## config.mk

```make
export PLATFORM = sky130hd
export DESIGN_NAME = cspu_port
export DESIGN_NICKNAME = d
export VERILOG_FILES = /design/src/core/cspu_pkg.sv /design/src/core/cspu_buf_if.sv /design/src/core/cspu_port.sv /design/src/core/cspu_buf.sv
export SDC_FILE = /design/constraint.sdc
export NUM_CORES = 1
export LEC_CHECK = 0
export BUFFER_PORTS_ARGS = -buffer_cell sky130_fd_sc_hd__buf_2
export CAP_MARGIN = 15
export CORE_MARGIN = 2
export CORE_UTILIZATION = 38
export CTS_CLUSTER_SIZE = 16
export DETAILED_ROUTE_END_ITERATION = 8
export PLACE_DENSITY_LB_ADDON = 0.05
export SYNTH_ARGS = -nofsm -noshare
export SYNTH_HDL_FRONTEND = slang
export SYNTH_SLANG_ARGS = --single-unit
```

## constraint.sdc

```tcl
create_clock -name ref_clk -period 2.25 [get_ports ref_clk]
set_input_delay 0.675 -clock ref_clk [delete_from_list [all_inputs] [get_ports ref_clk]]
set_output_delay 0.675 -clock ref_clk [all_outputs]
set_load 0.01 [all_outputs]
```

## src/core/cspu_pkg.sv

```systemverilog
// Behaviour
// RQ1: Each outgoing bit is launched on the rising edge of the bit clock.
// RQ2: Serial output line floats when idle or when the port is disabled.
// RQ3: Output frame sync lasts one bit period before the MSB; words go MSB first.
// RQ4: Output frame sync changes on rising edges and floats while the port is disabled.
// RQ5: Host pulses input frame sync one bit period before its word's MSB.
// RQ6: Input frame sync is sampled on falling edges and ignored while disabled.
// RQ7: Bit clock is master clock divided by the product of both divider settings; code takes a zero setting as one and divides by at least two.
// RQ8: Device drives the bit clock and times both transfer directions with it.
// RQ9: The master clock comes from outside; the device never makes it.
// RQ10: Reset low returns every register and all digital state to defaults.
// RQ11: Higher reference level is selected by the OR of both channels' select bits.
// RQ12: Sample words and control readback words share one output line and framing.
// RQ13: Serial input bits are captured on falling edges and ignored while disabled.
// RQ14: Port disable floats outputs, stops the bit clock, resets timing, keeps data.
// RQ15: Every serial word is sixteen bits long.
`default_nettype none

package cspu_pkg;

	// ****************************************
	// Widths and constants
	// ****************************************
	localparam int WORD_W = 16;
	localparam int DIV_W = 3;
	localparam int CNT_W = 6;
	localparam int BIT_W = 4;
	localparam logic [BIT_W-1:0] LAST_BIT = 4'h f;
	localparam logic [CNT_W-1:0] MIN_PERIOD = 6'h 02;
	localparam logic [CNT_W-1:0] CNT_RST = 6'h 00;
	localparam logic [DIV_W-1:0] DIV_ONE = 3'h 1;
	localparam logic [WORD_W-1:0] WORD_RST = 16'h 0000;
	localparam logic [BIT_W-1:0] BIT_RST = 4'h 0;

	// ****************************************
	// State encodings
	// ****************************************
	typedef enum logic [2:0] {
		TX_IDLE = 3'b001,
		TX_SYNC = 3'b010,
		TX_SHIFT = 3'b100
	} cspu_tx_state_e;

	typedef enum logic [1:0] {
		RX_IDLE = 2'b01,
		RX_SHIFT = 2'b10
	} cspu_rx_state_e;

endpackage

`default_nettype wire

```

## src/core/cspu_buf_if.sv

```systemverilog
`timescale 1ns/1ps
`default_nettype none

// Carries words from the user side into the buffer and out to the shifter.
interface cspu_buf_if;
	logic in_valid;
	logic in_ready;
	logic [cspu_pkg::WORD_W-1:0] in_data;
	logic out_valid;
	logic out_ready;
	logic [cspu_pkg::WORD_W-1:0] out_data;

	modport buffer (
		input in_valid,
		output in_ready,
		input in_data,
		output out_valid,
		input out_ready,
		output out_data
	);

	modport user (
		output in_valid,
		input in_ready,
		output in_data,
		input out_valid,
		output out_ready,
		input out_data
	);
endinterface

`default_nettype wire

```

## src/core/cspu_port.sv

```systemverilog
`timescale 1ns/1ps
`default_nettype none

// Serial port of the codec: bit clock master, framed transmit, framed receive.
module cspu_port (
	// Master clock and chip reset.
	input wire logic ref_clk,
	input wire logic arst_n,
	// Port enable and divider settings.
	input wire logic port_enable_pin,
	input wire logic [cspu_pkg::DIV_W-1:0] ext_clk_div,
	input wire logic [cspu_pkg::DIV_W-1:0] ser_clk_div,
	// Bit clock out.
	output logic bit_clk,
	output logic bit_clk_oe_n,
	// Transmit pins.
	output logic serial_out_line,
	output logic serial_out_line_oe_n,
	output logic out_frame_sync,
	output logic out_frame_sync_oe_n,
	// Receive pins.
	input wire logic serial_in_line,
	input wire logic in_frame_sync,
	// Words to send, sample or control readback alike.
	input wire logic tx_valid,
	output logic tx_ready,
	input wire logic [cspu_pkg::WORD_W-1:0] tx_data,
	// Words received.
	output logic rx_valid,
	output logic [cspu_pkg::WORD_W-1:0] rx_data,
	// Reference select bits of both channels.
	input wire logic ref_sel_ch_a,
	input wire logic ref_sel_ch_b,
	output logic ref_high_select
);

	// ****************************************
	// State
	// ****************************************
	typedef struct packed {
		logic en;
		logic [cspu_pkg::CNT_W-1:0] cnt;
		logic sclk;
		cspu_pkg::cspu_tx_state_e tx_st;
		logic [cspu_pkg::BIT_W-1:0] tx_bit;
		logic [cspu_pkg::WORD_W-1:0] tx_sh;
		logic ofs;
		logic sdo_en;
		cspu_pkg::cspu_rx_state_e rx_st;
		logic [cspu_pkg::BIT_W-1:0] rx_bit;
		logic [cspu_pkg::WORD_W-1:0] rx_sh;
		logic [cspu_pkg::WORD_W-1:0] rx_word;
		logic rx_vld;
		logic ref_hi;
	} cspu_port_s;

	cspu_port_s st_q;
	cspu_port_s st_d;
	cspu_buf_if bi ();
	logic [cspu_pkg::CNT_W-1:0] period;
	logic [cspu_pkg::CNT_W-1:0] half;
	logic rise_ev;
	logic fall_ev;

	// A zero setting would stall the clock, so it counts as divide by one.
	function automatic logic [cspu_pkg::DIV_W-1:0] div_val(
		input logic [cspu_pkg::DIV_W-1:0] n
	);
		div_val = (n == '0) ? cspu_pkg::DIV_ONE : n;
	endfunction

	// ****************************************
	// Transmit buffer
	// ****************************************
	assign bi.in_valid = tx_valid;
	assign bi.in_data = tx_data;
	assign tx_ready = bi.in_ready;

	cspu_buf u_buf (
		.ref_clk(ref_clk),
		.arst_n(arst_n),
		.bi(bi)
	);

	// ****************************************
	// Bit clock divider
	// ****************************************
	// Period is the product of both settings, held to two so both edges exist.
	always_comb begin
		// Both factors widen first, so a seven by seven product does not wrap.
		period = cspu_pkg::CNT_W'(div_val(ext_clk_div))
			* cspu_pkg::CNT_W'(div_val(ser_clk_div)); // RQ7
		if (period < cspu_pkg::MIN_PERIOD) begin
			period = cspu_pkg::MIN_PERIOD;
		end
		half = period >> 1;
	end

	// Edge events are one-cycle enables; logic never runs on the pin clock itself.
	assign rise_ev = port_enable_pin && (st_q.cnt == cspu_pkg::CNT_RST);
	assign fall_ev = port_enable_pin && (st_q.cnt == half);

	// ****************************************
	// Next state
	// ****************************************
	always_comb begin
		st_d = st_q;
		bi.out_ready = 1'b0;
		st_d.rx_vld = 1'b0;
		st_d.en = port_enable_pin;
		st_d.ref_hi = ref_sel_ch_a | ref_sel_ch_b; // RQ11
		if (!port_enable_pin) begin
			// Timing is cleared but buffered words and the last rx word survive.
			st_d.cnt = cspu_pkg::CNT_RST; // RQ14
			st_d.sclk = 1'b0;
			st_d.tx_st = cspu_pkg::TX_IDLE;
			st_d.tx_bit = cspu_pkg::BIT_RST;
			st_d.ofs = 1'b0;
			st_d.sdo_en = 1'b0;
			st_d.rx_st = cspu_pkg::RX_IDLE;
			st_d.rx_bit = cspu_pkg::BIT_RST;
		end else begin
			// Free-running bit clock counter; high for the first half period.
			if (st_q.cnt >= period - cspu_pkg::CNT_W'(1)) begin
				st_d.cnt = cspu_pkg::CNT_RST;
			end else begin
				st_d.cnt = st_q.cnt + cspu_pkg::CNT_W'(1);
			end
			if (rise_ev) begin
				st_d.sclk = 1'b1; // RQ8
			end else if (fall_ev) begin
				st_d.sclk = 1'b0;
			end
		end

		// Transmit: sync, then sixteen bits MSB first, all on rising edges.
		if (rise_ev) begin
			case (st_q.tx_st)
				cspu_pkg::TX_IDLE: begin
					if (bi.out_valid) begin
						bi.out_ready = 1'b1;
						st_d.tx_sh = bi.out_data; // RQ12
						st_d.ofs = 1'b1; // RQ3
						st_d.tx_st = cspu_pkg::TX_SYNC;
					end
				end
				cspu_pkg::TX_SYNC: begin
					st_d.ofs = 1'b0; // RQ4
					st_d.sdo_en = 1'b1; // RQ1
					st_d.tx_bit = cspu_pkg::BIT_RST;
					st_d.tx_st = cspu_pkg::TX_SHIFT;
				end
				cspu_pkg::TX_SHIFT: begin
					if (st_q.tx_bit == cspu_pkg::LAST_BIT) begin // RQ15
						// Line floats for the sync period between words.
						st_d.sdo_en = 1'b0; // RQ2
						if (bi.out_valid) begin
							bi.out_ready = 1'b1;
							st_d.tx_sh = bi.out_data;
							st_d.ofs = 1'b1; // RQ3
							st_d.tx_st = cspu_pkg::TX_SYNC;
						end else begin
							st_d.tx_st = cspu_pkg::TX_IDLE;
						end
					end else begin
						st_d.tx_sh = {st_q.tx_sh[cspu_pkg::WORD_W-2:0], 1'b0}; // RQ1
						st_d.tx_bit = st_q.tx_bit + cspu_pkg::BIT_W'(1);
					end
				end
				default: begin
					st_d.tx_st = cspu_pkg::TX_IDLE;
					st_d.ofs = 1'b0;
					st_d.sdo_en = 1'b0;
				end
			endcase
		end

		// Receive: sync and data both sampled on falling edges.
		if (fall_ev) begin
			case (st_q.rx_st)
				cspu_pkg::RX_IDLE: begin
					if (in_frame_sync) begin // RQ6
						st_d.rx_bit = cspu_pkg::BIT_RST;
						st_d.rx_st = cspu_pkg::RX_SHIFT;
					end
				end
				cspu_pkg::RX_SHIFT: begin
					st_d.rx_sh = {st_q.rx_sh[cspu_pkg::WORD_W-2:0], serial_in_line}; // RQ13
					st_d.rx_bit = st_q.rx_bit + cspu_pkg::BIT_W'(1);
					if (st_q.rx_bit == cspu_pkg::LAST_BIT) begin // RQ15
						st_d.rx_word = {st_q.rx_sh[cspu_pkg::WORD_W-2:0], serial_in_line};
						st_d.rx_vld = 1'b1;
						// A sync on the last bit starts the next word back to back.
						st_d.rx_bit = cspu_pkg::BIT_RST;
						if (in_frame_sync) begin // RQ6
							st_d.rx_st = cspu_pkg::RX_SHIFT;
						end else begin
							st_d.rx_st = cspu_pkg::RX_IDLE;
						end
					end
				end
				default: begin
					st_d.rx_st = cspu_pkg::RX_IDLE;
				end
			endcase
		end
	end

	// ****************************************
	// Registers
	// ****************************************
	// Whole-state reset to constants only.
	always_ff @(posedge ref_clk or negedge arst_n) begin
		if (!arst_n) begin
			st_q.en <= 1'b0; // RQ10
			st_q.cnt <= cspu_pkg::CNT_RST;
			st_q.sclk <= 1'b0;
			st_q.tx_st <= cspu_pkg::TX_IDLE;
			st_q.tx_bit <= cspu_pkg::BIT_RST;
			st_q.tx_sh <= cspu_pkg::WORD_RST;
			st_q.ofs <= 1'b0;
			st_q.sdo_en <= 1'b0;
			st_q.rx_st <= cspu_pkg::RX_IDLE;
			st_q.rx_bit <= cspu_pkg::BIT_RST;
			st_q.rx_sh <= cspu_pkg::WORD_RST;
			st_q.rx_word <= cspu_pkg::WORD_RST;
			st_q.rx_vld <= 1'b0;
			st_q.ref_hi <= 1'b0;
		end else begin
			st_q <= st_d;
		end
	end

	// ****************************************
	// Outputs
	// ****************************************
	// Enables are low while driving; all pins float one cycle after disable.
	assign bit_clk = st_q.sclk;
	assign bit_clk_oe_n = ~st_q.en; // RQ14
	assign serial_out_line = st_q.tx_sh[cspu_pkg::WORD_W-1];
	assign serial_out_line_oe_n = ~(st_q.en && st_q.sdo_en); // RQ2
	assign out_frame_sync = st_q.ofs;
	assign out_frame_sync_oe_n = ~st_q.en; // RQ4
	assign rx_valid = st_q.rx_vld;
	assign rx_data = st_q.rx_word;
	assign ref_high_select = st_q.ref_hi;

endmodule

`default_nettype wire

```

## src/core/cspu_buf.sv

```systemverilog
`timescale 1ns/1ps
`default_nettype none

// Two-entry word buffer; the shifter drains it, so a slow port stalls the writer.
module cspu_buf (
	// Clock and reset.
	input wire logic ref_clk,
	input wire logic arst_n,
	// Both sides of the buffer.
	cspu_buf_if.buffer bi
);

	typedef struct packed {
		logic [1:0][cspu_pkg::WORD_W-1:0] mem;
		logic wr_ptr;
		logic rd_ptr;
		logic [1:0] count;
	} cspu_buf_s;

	cspu_buf_s st_q;
	cspu_buf_s st_d;
	logic push;
	logic pop;

	// Full and empty come straight from the count.
	assign bi.in_ready = (st_q.count != 2'h 2);
	assign bi.out_valid = (st_q.count != 2'h 0);
	assign bi.out_data = st_q.mem[st_q.rd_ptr];
	assign push = bi.in_valid && bi.in_ready;
	assign pop = bi.out_valid && bi.out_ready;

	// Pointer and count update; a push and pop together leave the count alone.
	always_comb begin
		st_d = st_q;
		if (push) begin
			st_d.mem[st_q.wr_ptr] = bi.in_data;
			st_d.wr_ptr = ~st_q.wr_ptr;
		end
		if (pop) begin
			st_d.rd_ptr = ~st_q.rd_ptr;
		end
		if (push && !pop) begin
			st_d.count = st_q.count + 2'h 1;
		end else if (pop && !push) begin
			st_d.count = st_q.count - 2'h 1;
		end
	end

	// State register.
	always_ff @(posedge ref_clk or negedge arst_n) begin
		if (!arst_n) begin
			st_q <= '0; // RQ10
		end else begin
			st_q <= st_d;
		end
	end

endmodule

`default_nettype wire

```

-- Word level (Yosys, flattened, before mapping)
Index checks and enable logic that the tools add are counted.
- word-level logic and storage cells: 106
- bits in registers: 109
- output and inout bits: 25
- bits of input ports: 30
- magnitude comparators: 5
- add/sub/neg operators: 6
- eq/ne operators: 10
- $mul: 1
- muxes and demuxes: 41
- bitwise operators: 5
- reductions and logical operators: 19
- operators by type and width (kind ; number):
    $mux W16 ; 4
    $mux W39 ; 1
    $mux W17 ; 2
    $mux W33 ; 1
    $bwmux W32 ; 1
    $pmux W16 S2 ; 1
    $mux W25 ; 1
    $mux W6 ; 4
    $demux W16 S1 ; 1
    $pmux W4 S2 ; 2
    $mux W7 ; 2
    $mux W3 ; 4
    $mux W2 ; 5
    $pmux W3 S3 ; 1
    $add A4 B1 Y4 const B ; 2
    $eq A4 B4 Y1 const B ; 2
    $logic_and A1 B1 Y1 ; 8
    $mux W8 ; 1
    $add A6 B1 Y6 const B ; 1
    $eq A6 B5 Y1 ; 1
    $ge A6 B6 Y1 ; 1
    $logic_not A3 Y1 ; 2
    $logic_not A6 Y1 ; 1
    $lt A6 B2 Y1 const B ; 1
    24 further kinds ; 37

-- Logic depth before layout (Yosys ltp)
Gate-level depths: netlist of the first run.
- depth in word-level cells: 10
- mapped depth: 14
- depth with buffers taken out: 14

-- Cells and area by module
Synthesis of the first run repeated with hierarchy kept, for this count alone.
- cell total of the unflattened synthesis: 471
- area, all modules: 5779.3 µm²
- by module, submodules not included (module ; times used ; sequential area each (µm²) ; cells an instance ; area each (µm²)):
    cspu_port ; 1 ; 1804.2 ; 368 ; 4083.9
    cspu_buf ; 1 ; 900.9 ; 103 ; 1695.4

-- Least setup slack after synthesis of the first run
No wires, ideal clock.
- path type: in2reg
- from: input port ext_clk_div[0] (netlist name)
- to: register st_q[66] (netlist name)
- library setup time: 94 ps
- data required time: 2156 ps
- buffers on the path: 0
- slack: -1909 ps
- data arrival time: 4065 ps
- stages on the path: 14
- cells stage by stage: o21bai_1 and2_1 fa_1 ha_1 fa_1 or2_2 o21ai_0 a31o_2 ha_1 ha_1 a21o_1 a21o_1 a211o_1 a211oi_1
- RTL lines (element ; RTL line ; RTL):
    start: declaration ; cspu_port.sv:11 ; input wire logic [cspu_pkg::DIV_W-1:0] ext_clk_div,
    end signal: assignment ; cspu_port.sv:230 ; st_q <= st_d;
    end: declaration ; cspu_port.sv:57 ; cspu_port_s st_q;

-- Worst setup path in the final report of the first run
- from: input port ser_clk_div[0] (netlist name)
- to: register st_q, in the netlist rx_data[9]
- longest elaborated chain between the ends: 8
- RTL lines (element ; RTL line ; RTL):
    start: declaration ; cspu_port.sv:12 ; input wire logic [cspu_pkg::DIV_W-1:0] ser_clk_div,
    $logic_not A3 Y1 ; cspu_port.sv:69 ; div_val = (n == '0) ? cspu_pkg::DIV_ONE : n;
    $mux W3 * ; cspu_port.sv:69 ;
    $mul A3 B3 Y6 * ; cspu_port.sv:92 ; * cspu_pkg::CNT_W'(div_val(ser_clk_div));
    $lt A6 B2 Y1 ; cspu_port.sv:93 ; if (period < cspu_pkg::MIN_PERIOD) begin
    $mux W6 * ; cspu_port.sv:93 ;
    $eq A6 B5 Y1 * ; cspu_port.sv:101 ; assign fall_ev = port_enable_pin && (st_q.cnt == half);
    $logic_and A1 B1 Y1 * ; cspu_port.sv:101 ;
    $reduce_and A3 Y1 (no source line) * ; - ;
Mark *: on every way between the ends. The rest lies on a longest branch, timed or not.
A chain may end at the register's enable or synchronous reset.

==> flow_summary_export.csv, run 1 <==
group,metric,value,unit
synthesis,syn-num-nets,546,
synthesis,synthArstFlopShare,1.000,
sta,period_minus_slack,3.807,ns
setup_path,crit_path_end_kind,"flop",
drt,first_iter_violations,233,
sta,rsz0062_at_grt,"yes",
drt,drtAntennaViolNets,0,
clock_tree,cts_hold_buffers,0,
global_route,globalRouteOverflowTotal,0,
sta,final-max-slew-violation-count,0,
synthesis,synthCells,495,
sta,hold_viol,0,
setup_path,critical_path_class,"in -> reg",
clock_tree,cts_tree,"yes",
synthesis,synth_edf_count,0,
worst_hold_path,hold_class,"in -> async",
run_status,status,"complete, but fails checks",
setup_path,critPathMaxFanout,8,
drt,vias,4032,
die,initial_core_util,0.3884,
die,die_h,125.9,microns
synthesis,synth_seq_cells,108,
die,rows,44,
layout,num-fill-cells,1380,
drt,routed_via_density,5.216,
global_route,grt_pass1_wl,20390,microns
die,ios,55,
synthesis,synth_cell_type_count,62,
clock_tree,clk_pin_slew,0.08,ns
sta,fmax,262.7,MHz
layout,layout.nets,636,
placement,dp_hpwl,7888,microns
sta,clock_skew,0.01021,ns
pwr,p_leak,0.003282,uW
drt,drc_errors,0,
clock_tree,root_buffer,"clkbuf_16",
layout,final_util,0.4940,
layout,multiInputGateArea,2987,sq um
setup_path,worstSetupStartpointType,"primary input",
clock_tree,htreeDepth,3,
global_route,grt_max_degree,109,
synthesis,ys_seq_area_frac,0.4792,
sta,tightest_slew,0.6611,ns
pwr,ir_worst_vdd,0.4807,mV
setup_path,required,2.49,ns
die,core-area,14530,sq um
setup_path,reg2reg_to,"st_q[43]$_DFFE_PN0P_",
sta,setup_violations,46,
drt,firstDrtPassIters,4,
placement,gp_congestion,0.8183,
die,die_x,125.9,microns
layout,area_delta_synth_final,27.17,%
synthesis,synth_area,5645,sq um
setup_path,cp.arrival,4.05,ns
sta,setup_ws,-1.557,ns
run_status,violations,"setup timing",
placement,port-buffer-count,54,
synthesis,ys.warnings.count,0,
global_route,grt_use_total,0.1581,
pwr,p_per_area,1055,nW/um^2
layout,diodes,0,
global_route,antenna_found_initial,0,
drt,drt_wl_total,12250,microns
layout,drive_gt1_frac,0.4448,
global_route,grt_pass1_vias,4137,
clock_tree,cts_buffers,9,
placement,placed_cells,743,
flow_run,drv_cap,0,
synthesis,ys.flop_type,"dfrtp_1",
layout,regArea,2705,sq um
clock_tree,clkLatencyLatePin,0.35,ns
sta,period_share,1.692,
sta,slew_headroom,0.5592,
setup_path,reg2reg_slack,-0.01,ns
setup_path,reg2regPathDepth,7,
layout,fin_cells,773,
die,dieArea,15850,sq um
clock_tree,clockBufferDepth,2,
drt,wire_per_inst,15.85,microns
setup_path,worstReg2RegStart,"st_q[70]$_DFF_PN0_",
clock_tree,cts.sinks,108,
synthesis,avgSynthCellArea,11.40,sq um
[layer usage]
layer,share of wire,global-route usage,up-vias
li1,-,-,1943
met1,0.50,0.2223,2025
met2,0.46,0.2483,54
met3,0.031,0.03823,10
met4,0.010,0.03814,0
met5,0,0,-
[synthesized netlist by cell type, drive strengths merged, types with 4 or more instances]
cell type  instances  area, sq um
a211oi             9        80.08
a21o               4        30.03
a21oi             29        178.9
and2              10        62.56
and3               4        25.02
buf               26        181.4
clkbuf            11        41.29
dfrtp            106         2653
ha                19        237.7
inv               13        48.80
mux2              64        758.2
mux2i             15        150.1
nand2             24        90.09
nand2b             4        25.02
nand3             25        125.1
nor2              24        90.09
nor3               4        25.02
nor4               4        40.04
o21ai             31        155.2
o31ai              4        30.03
or2                4        25.02
xnor2             10        87.58
xor2               6        52.55
[kinds of logic after synthesis]
logic type,Yosys count,share of synthesized area
mux,79,0.1609
fa+ha+maj,21,0.04920
xor+xnor,17,0.02881
compound gates,102,0.1217
buf+inv,50,0.04810
simple gates,118,0.1121
flops,108,0.4792
[power by group]
| part | internal, uW | switching, uW | leakage, uW | total, uW |
|---|---|---|---|---|
| clock network | 902 | 735 | 0.000150 | 1640 |
| registers | 2500 | 337 | 0.00137 | 2840 |
| logic | 1570 | 1530 | 0.00177 | 3100 |
| total | 4970 | 2600 | 0.00328 | 7570 |
[layout make-up]
| class | count | share of cell area |
|---|---|---|
| repair buffers | 116 | 0.1260 |
| multi-input cells | 337 | 0.4160 |
| inverters | 13 | 0.006797 |
| flip-flops and latches | 108 | 0.3768 |
| clock buffers | 10 | 0.03329 |
| well taps | 184 | 0.03207 |
| clock inverters | 5 | 0.009062 |
[worst max-delay path: stages]
cell and delay, ns:
buf_6 0.09, o21bai_4 0.15, and2_4 0.16, fa_1 0.45, ha_2 0.22, fa_2 0.60
buf_4 0.12, buf_4 0.11, nor4_1 0.05, buf_4 0.15, o32a_4 0.41, nor4_4 0.21
buf_4 0.18, buf_12 0.14, mux2_2 0.33
[cells in the final DEF (no fill, tap or decap), types with 8 or more instances in the layout]
cell,netlist,routed
and2_1,10,9
a21oi_2,9,16
mux2_2,54,48
buf_2,4,49
mux2i_1,15,15
o21ai_0,31,28
buf_4,19,52
nor2_1,24,10
nand2_1,24,23
dfrtp_1,106,106
nor2_2,0,8
ha_1,19,15
xnor2_1,10,10
mux2_4,10,16
nand3_1,25,25
a21oi_1,20,13
clkbuf_16,0,11
inv_1,13,13
[repair_timing]
| item | 4_1_cts | 5_1_grt |
|---|---|---|
| gates resized for setup | 19 | 35 |
| pin swaps | 6 | 21 |
| setup endpoints to repair | 46 | 54 |
| buffers inserted | 6 | 7 |
| gates cloned | 1 | 2 |
[sequential cells by signal, summed over array words and instances (netlist names)]
| register | flops |
|---|---|
| rx_data | 16 |
| serial_out_line | 1 |
| u_buf.st_q | 36 |
| st_q | 51 |
| rx_valid | 1 |
| out_frame_sync | 1 |
| bit_clk | 1 |
| ref_high_select | 1 |
[how the worst max path moves through the flow]
stage / startpoint / to / slack (ns) / cells past startpoint
2_1_floorplan: ser_clk_div[0] / st_q[66]$_DFF_PN0_ / -1.71 / 14
3_3_place_gp: ser_clk_div[0] / st_q[71]$_DFF_PN0_ / -1.86 / 15
3_5_place_dp: ser_clk_div[0] / st_q[71]$_DFF_PN0_ / -1.93 / 15
4_1_cts: ser_clk_div[0] / st_q[71]$_DFF_PN0_ / -1.49 / 14
5_1_grt: ext_clk_div[2] / st_q[71]$_DFF_PN0_ / -1.63 / 14
6_report: ser_clk_div[0] / rx_data[9]$_DFFE_PN0P_ / -1.56 / 15
[per-stage QoR]
stage               instance area, sq um  setup TNS, ns  hold slack [ns]  power, uW  setup slack, ns
finish                              7179         -65.02           0.3473       7572           -1.557
global route                        7179         -69.78           0.4565       8117           -1.627
CTS                                 6939         -59.64           0.4343       7429           -1.494
detailed placement                  6449         -83.62           0.4815       5626           -1.932
global placement                    6449         -82.89           0.4736       5566           -1.857
floorplan                           5769         -72.37           0.3794       4814           -1.714
(Power assumes the default switching activity.)
==> inputs of run 2 (changes only) <==
--- a/config.mk
+++ b/config.mk
@@ -6,8 +6,7 @@
 export NUM_CORES = 1
 export LEC_CHECK = 0
 export BUFFER_PORTS_ARGS = -buffer_cell sky130_fd_sc_hd__buf_2
-export CAP_MARGIN = 15
-export CORE_MARGIN = 2
+export CAP_MARGIN = 5
 export CORE_UTILIZATION = 38
 export CTS_CLUSTER_SIZE = 16
 export DETAILED_ROUTE_END_ITERATION = 8
==> flow_summary_export.csv, run 2 (synthesis results as in run 1) <==
group,metric,value,unit
run_status,status,"complete, but fails checks",
run_status,violations,"setup timing",
die,ios,55,
global_route,grt_pass1_wl,20270,microns
layout,area_delta_synth_final,28.63,%
clock_tree,htreeDepth,3,
pwr,p_leak,0.003331,uW
flow_run,drv_cap,0,
setup_path,cp_slowest_cell,"fa_1",
global_route,antenna_found_initial,1,
setup_path,worstReg2RegStart,"st_q[70]$_DFF_PN0_",
sta,fmax,268.7,MHz
pwr,power.share.clock,0.220,
pwr,ir_worst_vdd,0.5304,mV
drt,wire_per_inst,15.72,microns
global_route,grt_max_degree,35,
pwr,p_int,5063,uW
setup_path,path_buf_inv,1,
clock_tree,root_buffer,"clkbuf_16",
die,die_h,123.9,microns
setup_path,required,2.52,ns
layout,drive_gt1_frac,0.4574,
clock_tree,cts_tree,"yes",
worst_hold_path,hold_class,"in -> async",
sta,period_minus_slack,3.722,ns
pwr,p_switching,2612,uW
layout,final_util,0.4997,
layout,largest_register,"st_q",
setup_path,critical_path_class,"in -> reg",
clock_tree,cts.sinks,108,
clock_tree,cts_hold_buffers,0,
setup_path,reg2reg_slack,0.01,ns
die,dieArea,15350,sq um
setup_path,reg2reg_to,"st_q[53]$_DFFE_PN0P_",
sta,period_share,1.654,
die,rows,44,
setup_path,critPathMaxFanout,6,
drt,drtAntennaViolNets,0,
setup_path,cp.arrival,3.99,ns
layout,layout.nets,645,
layout,layout_common_cells,"106 x dfrtp_1, 59 x buf_4, 51 x buf_2, 50 x mux2_2, 28 x o21ai_0",
setup_path,crit_path_end_kind,"flop",
pwr,power.share.switching,0.3404,
sta,setup_violations,45,
global_route,globalRouteOverflowTotal,0,
layout,diodes,0,
placement,dpl_worst_slack,-1.931,ns
placement,port-buffer-count,54,
layout,num-fill-cells,1334,
die,core-area,14530,sq um
clock_tree,cts_buffers,9,
sta,hold_viol,0,
layout,largest_register_ffs,51,
setup_path,reg2regPathDepth,8,
die,initial_core_util,0.3884,
sta,clock_skew,0.005908,ns
sta,setup_ws,-1.472,ns
placement,dp_hpwl,8254,microns
drt,firstDrtPassIters,4,
placement,gp_congestion,0.8100,
die,die_x,123.9,microns
drt,drt_wl_total,12310,microns
sta,slew_headroom,0.6930,
clock_tree,clkLatencyLatePin,0.35,ns
clock_tree,clockBufferDepth,2,
setup_path,worstSetupStartpointType,"primary input",
layout,layout_commonest_cell,"dfrtp_1",
drt,routed_via_density,5.178,
drt,drc_errors,0,
drt,first_iter_violations,233,
sta,tightest_slew,0.4605,ns
pwr,p_comb_frac,0.412,
global_route,grt_pass1_vias,4147,
clock_tree,clk_pin_slew,0.07,ns
setup_path,crit_chain,"buf_6, o21bai_4, and2_4, fa_1, ha_2, fa_2, nor3_4, a31o_4, ha_4, ha_4, a21o_1, a21o_1, a211o_4, a211oi_2",
setup_path,slowest_delay,0.54,ns
drt,vias,4054,
sta,rsz0062_at_grt,"yes",
setup_path,path_delay_family,"adder cells",
pwr,p_per_area,1057,nW/um^2
pwr,seqPwrFrac,0.368,
global_route,grt_use_total,0.1723,
sta,final-max-slew-violation-count,0,
layout,multiInputGateArea,2987,sq um
layout,regArea,2705,sq um
## run 2: per-stage QoR
| stage | hold slack (ns) | std cells | setup TNS (ns) | power, uW | area [sq um] |
|---|---|---|---|---|---|
| after floorplan | 0.3794 | 495 | -72.37 | 4814 | 5769 |
| after global placement | 0.4778 | 747 | -82.28 | 5581 | 6491 |
| after detailed placement | 0.4846 | 747 | -83.76 | 5631 | 6491 |
| after CTS | 0.2822 | 776 | -61.18 | 7548 | 7056 |
| after global routing | 0.2896 | 783 | -65.00 | 8224 | 7262 |
| final | 0.2700 | 783 | -61.02 | 7675 | 7262 |
## run 2: routing by layer
metal,track usage,share of wire,vias to the layer above
li1,-,-,1965
met1,0.2321,0.49,2028
met2,0.2729,0.47,46
met3,0.03159,0.030,13
met4,0.07003,0.012,2
met5,0,0.00073,-
## run 2: cell type report
class / count / area share
inverter: 13 / 0.006720
multi-input combinational: 337 / 0.4113
tap: 184 / 0.03170
clock inverter: 5 / 0.009821
clock buffer: 11 / 0.03480
timing repair buffer: 125 / 0.1332
sequential: 108 / 0.3725
## run 2: worst max-delay path by stage
stage                    from                  to  slack (ns)  depth (start not counted)
6_report       ser_clk_div[0]  st_q[71]$_DFF_PN0_       -1.47                         14
3_3_place_gp   ser_clk_div[0]  st_q[71]$_DFF_PN0_       -1.85                         15
5_1_grt        ser_clk_div[0]  st_q[71]$_DFF_PN0_       -1.59                         14
2_1_floorplan  ser_clk_div[0]  st_q[66]$_DFF_PN0_       -1.71                         14
3_5_place_dp   ser_clk_div[0]  st_q[67]$_DFF_PN0_       -1.93                         15
4_1_cts        ser_clk_div[0]  st_q[71]$_DFF_PN0_       -1.48                         14
## run 2: repair_timing
item	CTS	global route
pin swaps	8	6
resized for setup	25	27
buffers inserted	12	5
cloned	1	2
endpoints found under the setup margin	46	53
## run 2: power groups by stage
stage / registers (uW) / logic, uW / clock network, uW
CTS: 2810 / 2990 / 1760
detailed placement: 2840 / 2790 / 0
floorplan: 2780 / 2030 / 0
finish: 2830 / 3160 / 1690
global route: 2900 / 3500 / 1830
global placement: 2830 / 2750 / 0
==> inputs of run 3 (changes only) <==
--- a/config.mk
+++ b/config.mk
@@ -7,10 +7,13 @@
 export LEC_CHECK = 0
 export BUFFER_PORTS_ARGS = -buffer_cell sky130_fd_sc_hd__buf_2
 export CAP_MARGIN = 5
-export CORE_UTILIZATION = 38
+export CELL_PAD_IN_SITES_DETAIL_PLACEMENT = 1
+export CELL_PAD_IN_SITES_GLOBAL_PLACEMENT = 2
+export CORE_UTILIZATION = 36
 export CTS_CLUSTER_SIZE = 16
 export DETAILED_ROUTE_END_ITERATION = 8
 export PLACE_DENSITY_LB_ADDON = 0.05
+export SLEW_MARGIN = 20
 export SYNTH_ARGS = -nofsm -noshare
 export SYNTH_HDL_FRONTEND = slang
 export SYNTH_SLANG_ARGS = --single-unit
==> flow_summary_export.csv, run 3 (synthesis results as in run 1) <==
group,metric,value,unit
sta,tightest_slew,0.5023,ns
clock_tree,cts.sinks,108,
global_route,antenna_found_initial,0,
global_route,grt_use_total,0.1761,
layout,largest_register,"st_q",
drt,routed_via_density,5.072,
clock_tree,clockBufferDepth,2,
setup_path,crit_path_end_kind,"flop",
pwr,power,7617,uW
clock_tree,cts_buffers,9,
clock_tree,clkLatencyLatePin,0.36,ns
drt,drc_errors,0,
drt,met1_length,6129,microns
setup_path,critical_path_class,"in -> reg",
setup_path,cp.arrival,4.01,ns
layout,diodes,0,
global_route,grt_pass1_wl,22400,microns
clock_tree,clk_pin_slew,0.08,ns
sta,fmax,265.8,MHz
die,ios,55,
drt,wire_per_inst,16.75,microns
setup_path,required,2.50,ns
drt,drt_wl_total,13470,microns
clock_tree,cts_hold_buffers,0,
setup_path,worstReg2RegStart,"st_q[70]$_DFF_PN0_",
setup_path,crit_chain,"buf_6, o21bai_4, and2_4, fa_1, ha_2, fa_2, buf_4, buf_6, nor4b_4, and4b_1, o32a_4, nor3_4, buf_12, buf_12, mux2_2",
layout,layout.nets,639,
setup_path,reg2regPathDepth,7,
sta,setup_violations,49,
placement,port-buffer-count,54,
setup_path,critPathMaxFanout,8,
placement,dp_hpwl,9144,microns
setup_path,cp-startpoint,"ser_clk_div[0]",
die,rows,45,
sta,period_minus_slack,3.762,ns
placement,gp_congestion,0.7693,
drt,drtAntennaViolNets,0,
layout,final_util,0.4784,
global_route,globalRouteOverflowTotal,0,
layout,layout_common_cells,"106 x dfrtp_1, 52 x mux2_2, 51 x buf_2, 49 x buf_4, 28 x o21ai_0",
drt,firstDrtPassIters,4,
setup_path,worstSetupStartpointType,"primary input",
drt,highest_layer,"met4",
drt,first_iter_violations,105,
drt,vias,4078,
sta,hold_ws,0.2623,ns
flow_run,drv_cap,0,
sta,final-max-slew-violation-count,0,
global_route,grt_max_degree,52,
drt,wl_met2,6895,microns
sta,period_share,1.672,
layout,layout_commonest_cell,"dfrtp_1",
clock_tree,cts_tree,"yes",
global_route,grt_pass1_vias,4403,
drt,wl_met3,321,microns
setup_path,reg2reg_slack,-0.01,ns
pwr,ir_worst_vdd,0.4594,mV
setup_path,cp_slowest_cell,"fa_2",
die,die_x,127.2,microns
sta,hold_viol,0,
layout,num-fill-cells,1565,
layout,drive_gt1_frac,0.4553,
setup_path,reg2reg_to,"st_q[51]$_DFFE_PN0P_",
die,die_h,127.2,microns
clock_tree,root_buffer,"clkbuf_16",
sta,slew_headroom,0.6620,
layout,area_delta_synth_final,29.30,%
die,dieArea,16190,sq um
sta,clock_skew,0.009579,ns
pwr,p_per_area,1043,nW/um^2
run_status,status,"complete, but fails checks",
sta,rsz0062_at_grt,"yes",
layout,largest_register_ffs,51,
sta,setup_ws,-1.512,ns
run_status,violations,"setup timing",
die,initial_core_util,0.3700,
worst_hold_path,hold_class,"in -> async",
placement,dpl_worst_slack,-1.980,ns
clock_tree,htreeDepth,3,
die,core-area,15260,sq um
setup_path,slowest_delay,0.57,ns
pwr,p_leak,0.003311,uW
run 3: critical path: cells and delay by family:
kind	cells	cell delay, ns
AND/OR/NAND/NOR	4	0.61
buffers and inverters	5	0.59
AO/OA/AOI/OAI	2	0.56
multiplexers	1	0.33
adder cells (fa/ha/maj)	3	1.23
run 3: worst max-delay path by stage:
stage                                       to  slack, ns
after CTS                   st_q[69]$_DFF_PN0_      -1.52
final                     st_q[24]$_DFFE_PN0P_      -1.51
after global placement      st_q[67]$_DFF_PN0_      -1.86
after detailed placement    st_q[67]$_DFF_PN0_      -1.98
after global routing        st_q[68]$_DFF_PN0_      -1.58
after floorplan             st_q[66]$_DFF_PN0_      -1.71
run 3: what timing repair did:
| item | 4_1_cts | 5_1_grt |
|---|---|---|
| cloned | 1 | 2 |
| endpoints found under the setup margin | 48 | 49 |
| resized for setup | 31 | 27 |
| buffers inserted | 6 | 7 |
| pin swaps | 20 | 24 |
run 3: layer usage:
layer	vias up	track usage
met5	-	0
met4	0	0.03782
met3	9	0.03978
met2	42	0.3109
met1	2087	0.2199
li1	1940	-
run 3: cell type report:
cell class | count | area, sq um | area share
Multi-Input combinational cell | 337 | 3043 | 0.4169
Sequential cell | 108 | 2705 | 0.3706
Timing Repair Buffer | 119 | 945.9 | 0.1296
Tap cell | 211 | 264.0 | 0.03617
Clock buffer | 9 | 225.2 | 0.03085
Clock inverter | 7 | 67.56 | 0.009256
Inverter | 13 | 48.80 | 0.006685
run 3: through the flow:
step	cells	setup TNS (ns)	cell area (sq um)
after CTS	797	-62.38	7051
final	804	-64.32	7300
after floorplan	495	-72.37	5769
after global routing	804	-68.39	7300
after global placement	774	-81.64	6513
after detailed placement	774	-86.53	6513
run 3: where the power goes:
part,internal [uW],leakage (uW),switching (uW)
Clock,784,0.000142,801
Sequential,2500,0.00137,335
Combinational,1620,0.00180,1580
Total,4900,0.00331,2720
